### src/ofd_pkg.sv
// ----------------------------------------------------------------------------
// Shared constants and carriers of the operand field decoder.
// ----------------------------------------------------------------------------
package ofd_pkg;

  // Opcode of the register-to-register add.
  localparam logic [7:0]  OFD_OPC_ADD  = 8'h04;
  // Upper nibble that marks an escaped working-register code.
  localparam logic [3:0]  OFD_ESC_NIB  = 4'hE;
  localparam logic [3:0]  OFD_ZERO_NIB = 4'h0;
  localparam logic [7:0]  OFD_ZERO_B   = 8'h00;
  localparam logic [11:0] OFD_ZERO_A   = 12'h000;
  localparam logic [15:0] OFD_ZERO_W   = 16'h0000;
  localparam logic [12:0] OFD_ZERO_13  = 13'h0000;
  localparam logic [14:0] OFD_ZERO_15  = 15'h0000;
  localparam logic [11:0] OFD_ZERO_12  = 12'h000;
  localparam logic [7:0]  OFD_ZERO_8   = 8'h00;

  // Operand field kinds that the field port decodes.
  typedef enum logic [3:0] {
    OFD_K_REG8,
    OFD_K_BIT,
    OFD_K_POL,
    OFD_K_LIT,
    OFD_K_VEC,
    OFD_K_IND,
    OFD_K_EXT12,
    OFD_K_DIRECT,
    OFD_K_WPAIR,
    OFD_K_RPAIR,
    OFD_K_REL,
    OFD_K_IDX
  } ofd_kind_t;

  // Field decode request: kind, first and second operand byte, next address.
  typedef struct packed {
    logic        valid;
    ofd_kind_t   kind;
    logic [7:0]  b0;
    logic [7:0]  b1;
    logic [15:0] next_pc;
  } ofd_fld_req_t;

  // Field decode answer.
  typedef struct packed {
    logic        valid;
    logic        err;
    logic        working;
    logic [15:0] value;
  } ofd_fld_res_t;

  // Register file access issued by the add sequencer.
  typedef struct packed {
    logic        rd;
    logic        wr;
    logic [11:0] addr;
    logic [7:0]  wdata;
  } ofd_rf_req_t;

endpackage

### src/ofd_decoder.sv
`timescale 1ns/1ps
`default_nettype none

module ofd_decoder (
  input  wire logic                  I_CLK,
  input  wire logic                  I_RST,
  input  wire logic [7:0]            i_rp,
  input  wire logic                  i_ins_valid,
  input  wire logic [7:0]            i_ins_byte,
  output logic                       o_ins_ready,
  output ofd_pkg::ofd_rf_req_t       o_rf,
  input  wire logic [7:0]            i_rf_rdata,
  output logic                       o_add_done,
  output logic                       o_add_carry,
  input  wire ofd_pkg::ofd_fld_req_t i_fld,
  output ofd_pkg::ofd_fld_res_t      o_fld
);

  // --------------------------------------------------------------------------
  // Register mapping shared by the field port and the add sequencer; sign extension for the field port
  // --------------------------------------------------------------------------

  // An escaped code is a working register, placed in the window that the
  // register pointer selects; any other byte is a plain file address.
  function automatic logic [11:0] map_reg8(input logic [7:0] b, input logic [7:0] rp);
    logic [11:0] a;
    a = {ofd_pkg::OFD_ZERO_NIB, b};
    if (b[7:4] == ofd_pkg::OFD_ESC_NIB) begin
      a = {rp, b[3:0]};
    end
    return a;
  endfunction

  function automatic logic [15:0] sext8(input logic [7:0] b);
    return {{8{b[7]}}, b};
  endfunction

  // --------------------------------------------------------------------------
  // Add sequencer
  // --------------------------------------------------------------------------

  typedef enum logic [2:0] {S_IDLE, S_SRC, S_DST, S_RD_SRC, S_RD_DST, S_WRITE, S_DONE} ofd_state_t;

  ofd_state_t  state_q;
  logic [11:0] src_a_q;
  logic [11:0] dst_a_q;
  logic [7:0]  src_v_q;
  ofd_pkg::ofd_rf_req_t rf_q;
  logic        done_q;
  logic        carry_q;
  logic [8:0]  sum;

  assign o_ins_ready = (state_q == S_IDLE) || (state_q == S_SRC) || (state_q == S_DST);
  assign o_rf        = rf_q;
  assign o_add_done  = done_q;
  assign o_add_carry = carry_q;
  assign sum         = {1'b0, i_rf_rdata} + {1'b0, src_v_q};

  // Walk through opcode, source byte, destination byte, two reads and a write.
  // Opcodes other than the add are consumed and dropped; the full map lives
  // elsewhere.
  always_ff @(posedge I_CLK or posedge I_RST) begin
    if (I_RST) begin
      state_q <= S_IDLE;
    end else begin
      case (state_q)
        S_IDLE: begin
          if (i_ins_valid && i_ins_byte == ofd_pkg::OFD_OPC_ADD) begin
            state_q <= S_SRC;
          end
        end
        S_SRC: begin
          if (i_ins_valid) begin
            state_q <= S_DST;
          end
        end
        S_DST: begin
          if (i_ins_valid) begin
            state_q <= S_RD_SRC;
          end
        end
        S_RD_SRC: state_q <= S_RD_DST;
        S_RD_DST: state_q <= S_WRITE;
        S_WRITE:  state_q <= S_DONE;
        S_DONE:   state_q <= S_IDLE;
        default:  state_q <= S_IDLE;
      endcase
    end
  end

  // Capture the operand addresses; the source byte comes first.
  always_ff @(posedge I_CLK or posedge I_RST) begin
    if (I_RST) begin
      src_a_q <= ofd_pkg::OFD_ZERO_A;
      dst_a_q <= ofd_pkg::OFD_ZERO_A;
    end else begin
      if (state_q == S_SRC && i_ins_valid) begin
        src_a_q <= map_reg8(i_ins_byte, i_rp);
      end
      if (state_q == S_DST && i_ins_valid) begin
        dst_a_q <= map_reg8(i_ins_byte, i_rp);
      end
    end
  end

  // Register file strobes are registered, so read data for a strobe seen in
  // one cycle arrives in the next; that fixes when each value is captured.
  always_ff @(posedge I_CLK or posedge I_RST) begin
    if (I_RST) begin
      rf_q    <= '0;
      src_v_q <= ofd_pkg::OFD_ZERO_B;
      carry_q <= 1'b0;
    end else begin
      rf_q.rd <= 1'b0;
      rf_q.wr <= 1'b0;
      case (state_q)
        S_DST: begin
          if (i_ins_valid) begin
            rf_q.rd   <= 1'b1;
            rf_q.addr <= src_a_q;
          end
        end
        S_RD_SRC: begin
          rf_q.rd   <= 1'b1;
          rf_q.addr <= dst_a_q;
        end
        S_RD_DST: begin
          src_v_q <= i_rf_rdata;
        end
        S_WRITE: begin
          rf_q.wr    <= 1'b1;
          rf_q.addr  <= dst_a_q;
          rf_q.wdata <= sum[7:0];
          carry_q    <= sum[8];
        end
        default: begin
          rf_q.rd <= 1'b0;
        end
      endcase
    end
  end

  // One-cycle completion pulse, in step with the write strobe.
  always_ff @(posedge I_CLK or posedge I_RST) begin
    if (I_RST) begin
      done_q <= 1'b0;
    end else begin
      done_q <= (state_q == S_WRITE);
    end
  end

  // --------------------------------------------------------------------------
  // Operand field port
  // --------------------------------------------------------------------------

  ofd_pkg::ofd_fld_res_t fld_d;
  ofd_pkg::ofd_fld_res_t fld_q;

  // Odd pair indices are rounded down to even and also flagged, so a bad encoding is seen.
  always_comb begin
    fld_d       = '0;
    fld_d.valid = i_fld.valid;
    case (i_fld.kind)
      ofd_pkg::OFD_K_REG8: begin
        fld_d.value   = {ofd_pkg::OFD_ZERO_NIB, map_reg8(i_fld.b0, i_rp)};
        fld_d.working = (i_fld.b0[7:4] == ofd_pkg::OFD_ESC_NIB);
      end
      ofd_pkg::OFD_K_BIT:    fld_d.value = {ofd_pkg::OFD_ZERO_13, i_fld.b0[2:0]};
      ofd_pkg::OFD_K_POL:    fld_d.value = {ofd_pkg::OFD_ZERO_15, i_fld.b0[0]};
      ofd_pkg::OFD_K_LIT:    fld_d.value = {ofd_pkg::OFD_ZERO_8, i_fld.b0};
      ofd_pkg::OFD_K_VEC:    fld_d.value = {ofd_pkg::OFD_ZERO_8, i_fld.b0};
      ofd_pkg::OFD_K_IND:    fld_d.value = {ofd_pkg::OFD_ZERO_8, i_fld.b0};
      ofd_pkg::OFD_K_EXT12:  fld_d.value = {ofd_pkg::OFD_ZERO_NIB, i_fld.b0[3:0], i_fld.b1};
      ofd_pkg::OFD_K_DIRECT: fld_d.value = {i_fld.b0, i_fld.b1};
      ofd_pkg::OFD_K_WPAIR: begin
        fld_d.value   = {ofd_pkg::OFD_ZERO_12, i_fld.b0[3:1], 1'b0};
        fld_d.err     = i_fld.b0[0];
        fld_d.working = 1'b1;
      end
      ofd_pkg::OFD_K_RPAIR: begin
        fld_d.value = {ofd_pkg::OFD_ZERO_8, i_fld.b0[7:1], 1'b0};
        fld_d.err   = i_fld.b0[0];
      end
      ofd_pkg::OFD_K_REL:    fld_d.value = i_fld.next_pc + sext8(i_fld.b0);
      ofd_pkg::OFD_K_IDX:    fld_d.value = {ofd_pkg::OFD_ZERO_8, i_fld.b1} + sext8(i_fld.b0);
      default:               fld_d.err   = 1'b1;
    endcase
  end

  // Answer is registered one cycle after the request.
  always_ff @(posedge I_CLK or posedge I_RST) begin
    if (I_RST) begin
      fld_q <= '0;
    end else begin
      fld_q <= fld_d;
    end
  end

  assign o_fld = fld_q;
endmodule

`default_nettype wire

### config.mk
export PLATFORM = sky130hd
export DESIGN_NAME = ofd_decoder
export DESIGN_NICKNAME = d
export VERILOG_FILES = /design/src/ofd_pkg.sv /design/src/ofd_decoder.sv
export SDC_FILE = /design/constraint.sdc
export NUM_CORES = 1
export LEC_CHECK = 0
export BUFFER_PORTS_ARGS = -buffer_cell sky130_fd_sc_hd__buf_4
export CAP_MARGIN = 20
export CELL_PAD_IN_SITES_DETAIL_PLACEMENT = 1
export CELL_PAD_IN_SITES_GLOBAL_PLACEMENT = 2
export CORE_ASPECT_RATIO = 2
export CORE_MARGIN = 2
export CORE_UTILIZATION = 35
export CTS_CLUSTER_DIAMETER = 100
export CTS_CLUSTER_SIZE = 12
export DETAILED_ROUTE_END_ITERATION = 16
export PLACE_DENSITY_LB_ADDON = 0.1
export SETUP_SLACK_MARGIN = 0.2
export SLEW_MARGIN = 15
export SYNTH_ARGS = -nofsm -noshare
export SYNTH_HDL_FRONTEND = slang
export SYNTH_SLANG_ARGS = --single-unit
### constraint.sdc
create_clock -name I_CLK -period 6.39 [get_ports I_CLK]
set_clock_uncertainty 0.05 [all_clocks]
set_input_delay 1.278 -clock I_CLK [delete_from_list [all_inputs] [get_ports I_CLK]]
set_output_delay 1.278 -clock I_CLK [all_outputs]
set_load 0.02 [all_outputs]
== Word level (Yosys, flattened, before mapping) ==
Index checks and enable logic that the tools add are counted.
Storage, ports and cells
  bits of input ports: 64
  word-level logic and storage cells: 67
  flip-flop bits (word level): 78
  output and inout port bits: 44
Operators by class
  $add $sub $neg: 3
  multiplexer cells: 14
  equal/unequal tests: 22
  reduce and logical (&&, ||, !) cells: 14
Operator list (count)
  16-bit case mux with 10 select lines: 1
  12-bit 2-to-1 mux: 3
  4-bit == test (second input constant): 6
  12-bit case mux with 2 select lines: 1
  3-bit case mux with 6 select lines: 1
  16-bit adder: 1
  4-bit by 3-bit == test with 1-bit output (second input constant): 4
  9-bit by 8-bit adder with 10-bit output: 1
  10-bit OR reduction: 1
  8-bit by 8-bit adder with 9-bit output: 1
  3-bit 2-to-1 mux: 3
  4-bit by 2-bit == test with 1-bit output (second input constant): 2
  8-bit by 3-bit == test with 1-bit output (second input constant): 1
  3-bit by 2-bit == test with 1-bit output (second input constant): 2
  3-bit == test (second input constant): 2
  1-bit case mux with 2 select lines: 3
  4-bit by 1-bit == test with 1-bit output (second input constant): 1
  4-bit logical NOT: 1
  2-bit != test (second input constant): 2
  2-bit OR reduction: 2
  3-bit by 1-bit == test with 1-bit output (second input constant): 1
  1-bit logical AND: 3
  3-bit logical NOT: 1
  3-bit AND reduction: 1
  other kinds (6): 8

== Longest topological paths before layout ==
  word-level depth: 4
  depth in mapped cells: 9
  depth with buffers taken out: 9

== Least setup slack after synthesis ==
Ideal clock, no wire load.
  kind: input -> register
  start: input port i_fld[4] in the netlist's numbering
  end: register fld_q, in the netlist o_fld[15]
  stages on the path: 7
  required time: 6198 ps
  arrival: 2941 ps
  path buffers: 0
  setup time: 142 ps
  path slack: 3257 ps
  cells stage by stage: ha_1 > a21oi_1 > o31ai_2 > o2111a_1 > o2111a_1 > o41ai_1 > o311ai_1
RTL lines
  start, declared: line ofd_decoder.sv:15  | input wire ofd_pkg::ofd_fld_req_t i_fld,
  end signal, assigned: line ofd_decoder.sv:195  | fld_q <= fld_d;
  end, declared: line ofd_decoder.sv:157  | ofd_pkg::ofd_fld_res_t fld_q;

==> impl_metrics.sql <==
INSERT INTO impl_metrics (metric_group, metric, value, unit) VALUES
('final_layout', 'final_util', '0.451', ''),
('yosys', 'post_synth_and_or_nand_nor_area_fraction', '0.136', ''),
('clocking', 'clock-sinks', '77', ''),
('yosys', 'ys_warn_count', '0', ''),
('drt', 'drt-initial-drc-count', '118', ''),
('floorplan', 'floorplan.initialDensity', '0.358', ''),
('placement', 'placement.cell_area', '5730', 'sq um'),
('global_routing', 'grt_util_all_layers', '0.206', ''),
('floorplan', 'chipWidth', '86.9', 'microns'),
('run_status', 'outcome', 'finished, final reports clean', ''),
('clocking', 'cts_tree', 'yes', ''),
('critical_path', 'timing.setup.critical_path_class', 'in -> reg', ''),
('yosys', 'synthesis.instances', '509', ''),
('clocking', 'cts_made_buffers', '9', ''),
('yosys', 'synthAdderAreaFrac', '0.0956', ''),
('critical_path', 'cp_data_arrival_time', '3.48', 'ns'),
('global_routing', 'grt_pass1_wl', '23.4', 'mm'),
('timing', 'worst_hold_slack', '0.430', 'ns'),
('yosys', 'post_synth_num_cell_types', '65', ''),
('drt', 'final_antenna_net_count', '0', ''),
('yosys', 'dominantRegCellSynth', 'sky130_fd_sc_hd__dfrtp_1', ''),
('yosys', 'yosys-mux-area-fraction', '0.0686', ''),
('yosys', 'asyncSetResetFlopFracSynth', '1.00', ''),
('yosys', 'mappedNetlistNets', '608', ''),
('timing', 'period_minus_slack', '3.34', 'ns'),
('timing', 'setup-violations-final', '0', ''),
('power_and_ir_drop', 'total_power', '2.11', 'mW'),
('power_and_ir_drop', 'vdd_ir_drop_max', '127', 'uV'),
('placement', 'hpwl', '11.2', 'mm'),
('yosys', 'synth-compound-area-share', '0.218', ''),
('power_and_ir_drop', 'powerDensity', '349', 'nW/um^2'),
('floorplan', 'pin_count', '108', ''),
('global_routing', 'antenna_found_initial', '0', ''),
('floorplan', 'floorplan.die.height', '170', 'microns'),
('clocking', 'clock_insertion_delay_worst_skew', '0.34', 'ns'),
('placement', 'gp_routability_congestion', '0.872', ''),
('drt', 'totalWireLength', '14.6', 'mm'),
('final_layout', 'fin_area', '6060', 'sq um'),
('clocking', 'cts_hold_repair.buffers', '0', ''),
('yosys', 'dominant_combinational_cell_family_by_area_after_synthesis', 'compound AO/OA/AOI/OAI gates', ''),
('critical_path', 'ff2ff_setup_slack', '4.23', 'ns'),
('worst_hold_path', 'holdCritStartpoint', 'dst_a_q[8]', ''),
('drt', 'via_count', '4297', ''),
('clocking', 'cts-root-buf', 'sky130_fd_sc_hd__clkbuf_16', ''),
('floorplan', 'rows', '60', ''),
('critical_path', 'path_max_fanout', '6', ''),
('drt', 'viasPerCell', '5.61', ''),
('critical_path', 'worst_r2r_path_depth', '9', ''),
('power_and_ir_drop', 'leakage_power_of_the_design', '2.98', 'nW'),
('timing', 'setup_tns', '0', 'ns'),
('floorplan', 'design.die.area', '14800', 'sq um'),
('clocking', 'cts.htree.levels', '3', ''),
('yosys', 'synth_area_per_cell', '9.46', 'sq um'),
('yosys', 'synth_xor_xnor_area_share', '0.0455', ''),
('timing', 'ratio_of_final_minimum_period_to_clock_period', '0.523', ''),
('timing', 'final-max-slew-violation-count', '0', ''),
('timing', 'slew_headroom', '0.220', ''),
('drt', 'drc_errors', '0', ''),
('job', 'cap_viol_max_count', '0', ''),
('critical_path', 'cp-end-kind', 'register', ''),
('clocking', 'cts_buffer_depth', '2', ''),
('worst_hold_path', 'hold-path-cell-count', '2', ''),
('yosys', 'ys_ff_latch', '77', ''),
('critical_path', 'crit-reg2reg-capture', 'o_rf[6]', ''),
('final_layout', 'syn_to_final_growth', '25.9', '%'),
('timing', 'max_slew.worst_pin.slew', '1.17', 'ns'),
('floorplan', 'fp.coreArea', '13400', 'sq um'),
('global_routing', 'grt_start_max_net_pins', '78', ''),
('timing', 'fmaxAchievable', '299', 'MHz'),
('worst_hold_path', 'min_path_type', 'reg -> reg', ''),
('yosys', 'synth.yosys.seq_area_share', '0.400', '');
==> flip-flops by register name, summed over array words and instances (netlist names) <==
register     cells
o_fld           19
dst_a_q         12
o_add_carry      1
src_v_q          8
src_a_q         12
o_add_done       1
o_rf            21
state_q          3
==> cell usage in the layout (no fill, tap or decap), types with 13 or more instances in the layout <==
cell | Yosys | routed
sky130_fd_sc_hd__nor2_1 | 28 | 28
sky130_fd_sc_hd__mux2i_1 | 15 | 15
sky130_fd_sc_hd__dfrtp_1 | 77 | 77
sky130_fd_sc_hd__inv_1 | 17 | 16
sky130_fd_sc_hd__xnor2_1 | 13 | 13
sky130_fd_sc_hd__ha_1 | 32 | 32
sky130_fd_sc_hd__o21ai_0 | 47 | 47
sky130_fd_sc_hd__a21oi_1 | 43 | 43
sky130_fd_sc_hd__buf_4 | 1 | 110
sky130_fd_sc_hd__nand2_1 | 58 | 58
sky130_fd_sc_hd__mux2_2 | 16 | 16
==> per-layer routing <==
layer	vias up	global-route usage	routed length (microns)
li1	2048	-	-
met1	2108	0.223	5290
met2	112	0.384	8220
met3	29	0.0155	496
met4	0	0.107	552
met5	-	0	0
==> layout make-up <==
| class | count | area [sq um] |
|---|---|---|
| clock buffer | 9 | 225 |
| inverter | 17 | 63.8 |
| clock inverter | 7 | 82.6 |
| timing repair buffer | 111 | 853 |
| multi-input combinational | 390 | 2720 |
| fill | 1539 | 7380 |
| sequential | 77 | 1930 |
| tap | 155 | 194 |
==> critical path, stage by stage <==
cell	delay (ns)
sky130_fd_sc_hd__buf_4	0.15
sky130_fd_sc_hd__ha_1	0.33
sky130_fd_sc_hd__a21oi_1	0.28
sky130_fd_sc_hd__o31ai_2	0.18
sky130_fd_sc_hd__o2111a_1	0.36
sky130_fd_sc_hd__o2111a_1	0.28
sky130_fd_sc_hd__o41ai_1	0.44
sky130_fd_sc_hd__o311ai_1	0.19
==> worst max-delay path by stage <==
| stage | startpoint | end | slack [ns] | depth (start not counted) |
|---|---|---|---|---|
| 2_1_floorplan | I_RST | dst_a_q[0] | 3.10 | 1 |
| 3_3_place_gp | i_fld[24] | o_fld[12] | 2.87 | 9 |
| 3_5_place_dp | i_fld[28] | o_fld[15] | 2.76 | 8 |
| 4_1_cts | i_fld[28] | o_fld[15] | 3.10 | 8 |
| 5_1_grt | i_fld[28] | o_fld[15] | 2.92 | 8 |
| 6_report | i_fld[28] | o_fld[15] | 3.05 | 8 |
==> through the flow <==
step	setup WS [ns]	std cells
finish	3.05	766
global route	2.92	766
CTS	3.10	765
detailed placement	2.76	749
global placement	2.87	749
floorplan	3.10	509
==> logic make-up (layout without fill, tap and decap cells) <==
family,Yosys count,after routing
DFF,77,77
adders and majority gates,35,35
muxes,31,31
AOI/OAI and AO/OA,163,163
xor gates and xnor gates,25,25
buffers and inverters,42,144
and+or+nand+nor,136,136
==> cell usage after synthesis (all sizes together), types with 4 or more instances <==
library cell	n	area (sq um)
dfrtp	77	1930
nand2	58	218
o21ai	48	240
a21oi	43	215
ha	32	400
nor2	28	105
clkbuf	19	72.6
inv	17	63.8
mux2	16	180
mux2i	15	150
xnor2	13	114
a21o	12	90.1
xor2	12	105
nor3	8	45.0
a31oi	6	37.5
buf	6	37.5
nand3	6	30.0
nor2b	6	37.5
o211ai	6	45.0
o21a	6	45.0
nor3b	5	37.5
o211a	5	50.1
or3	5	31.3
a222oi	4	40.0
o22ai	4	25.0
o31ai	4	35.0
==> power breakdown <==
group	total, mW	switching, mW	internal (mW)
combinational	0.826	0.447	0.379
clock	0.532	0.223	0.309
sequential	0.756	0.0983	0.658
total	2.11	0.769	1.35
Power figures use the tool's default switching activity.
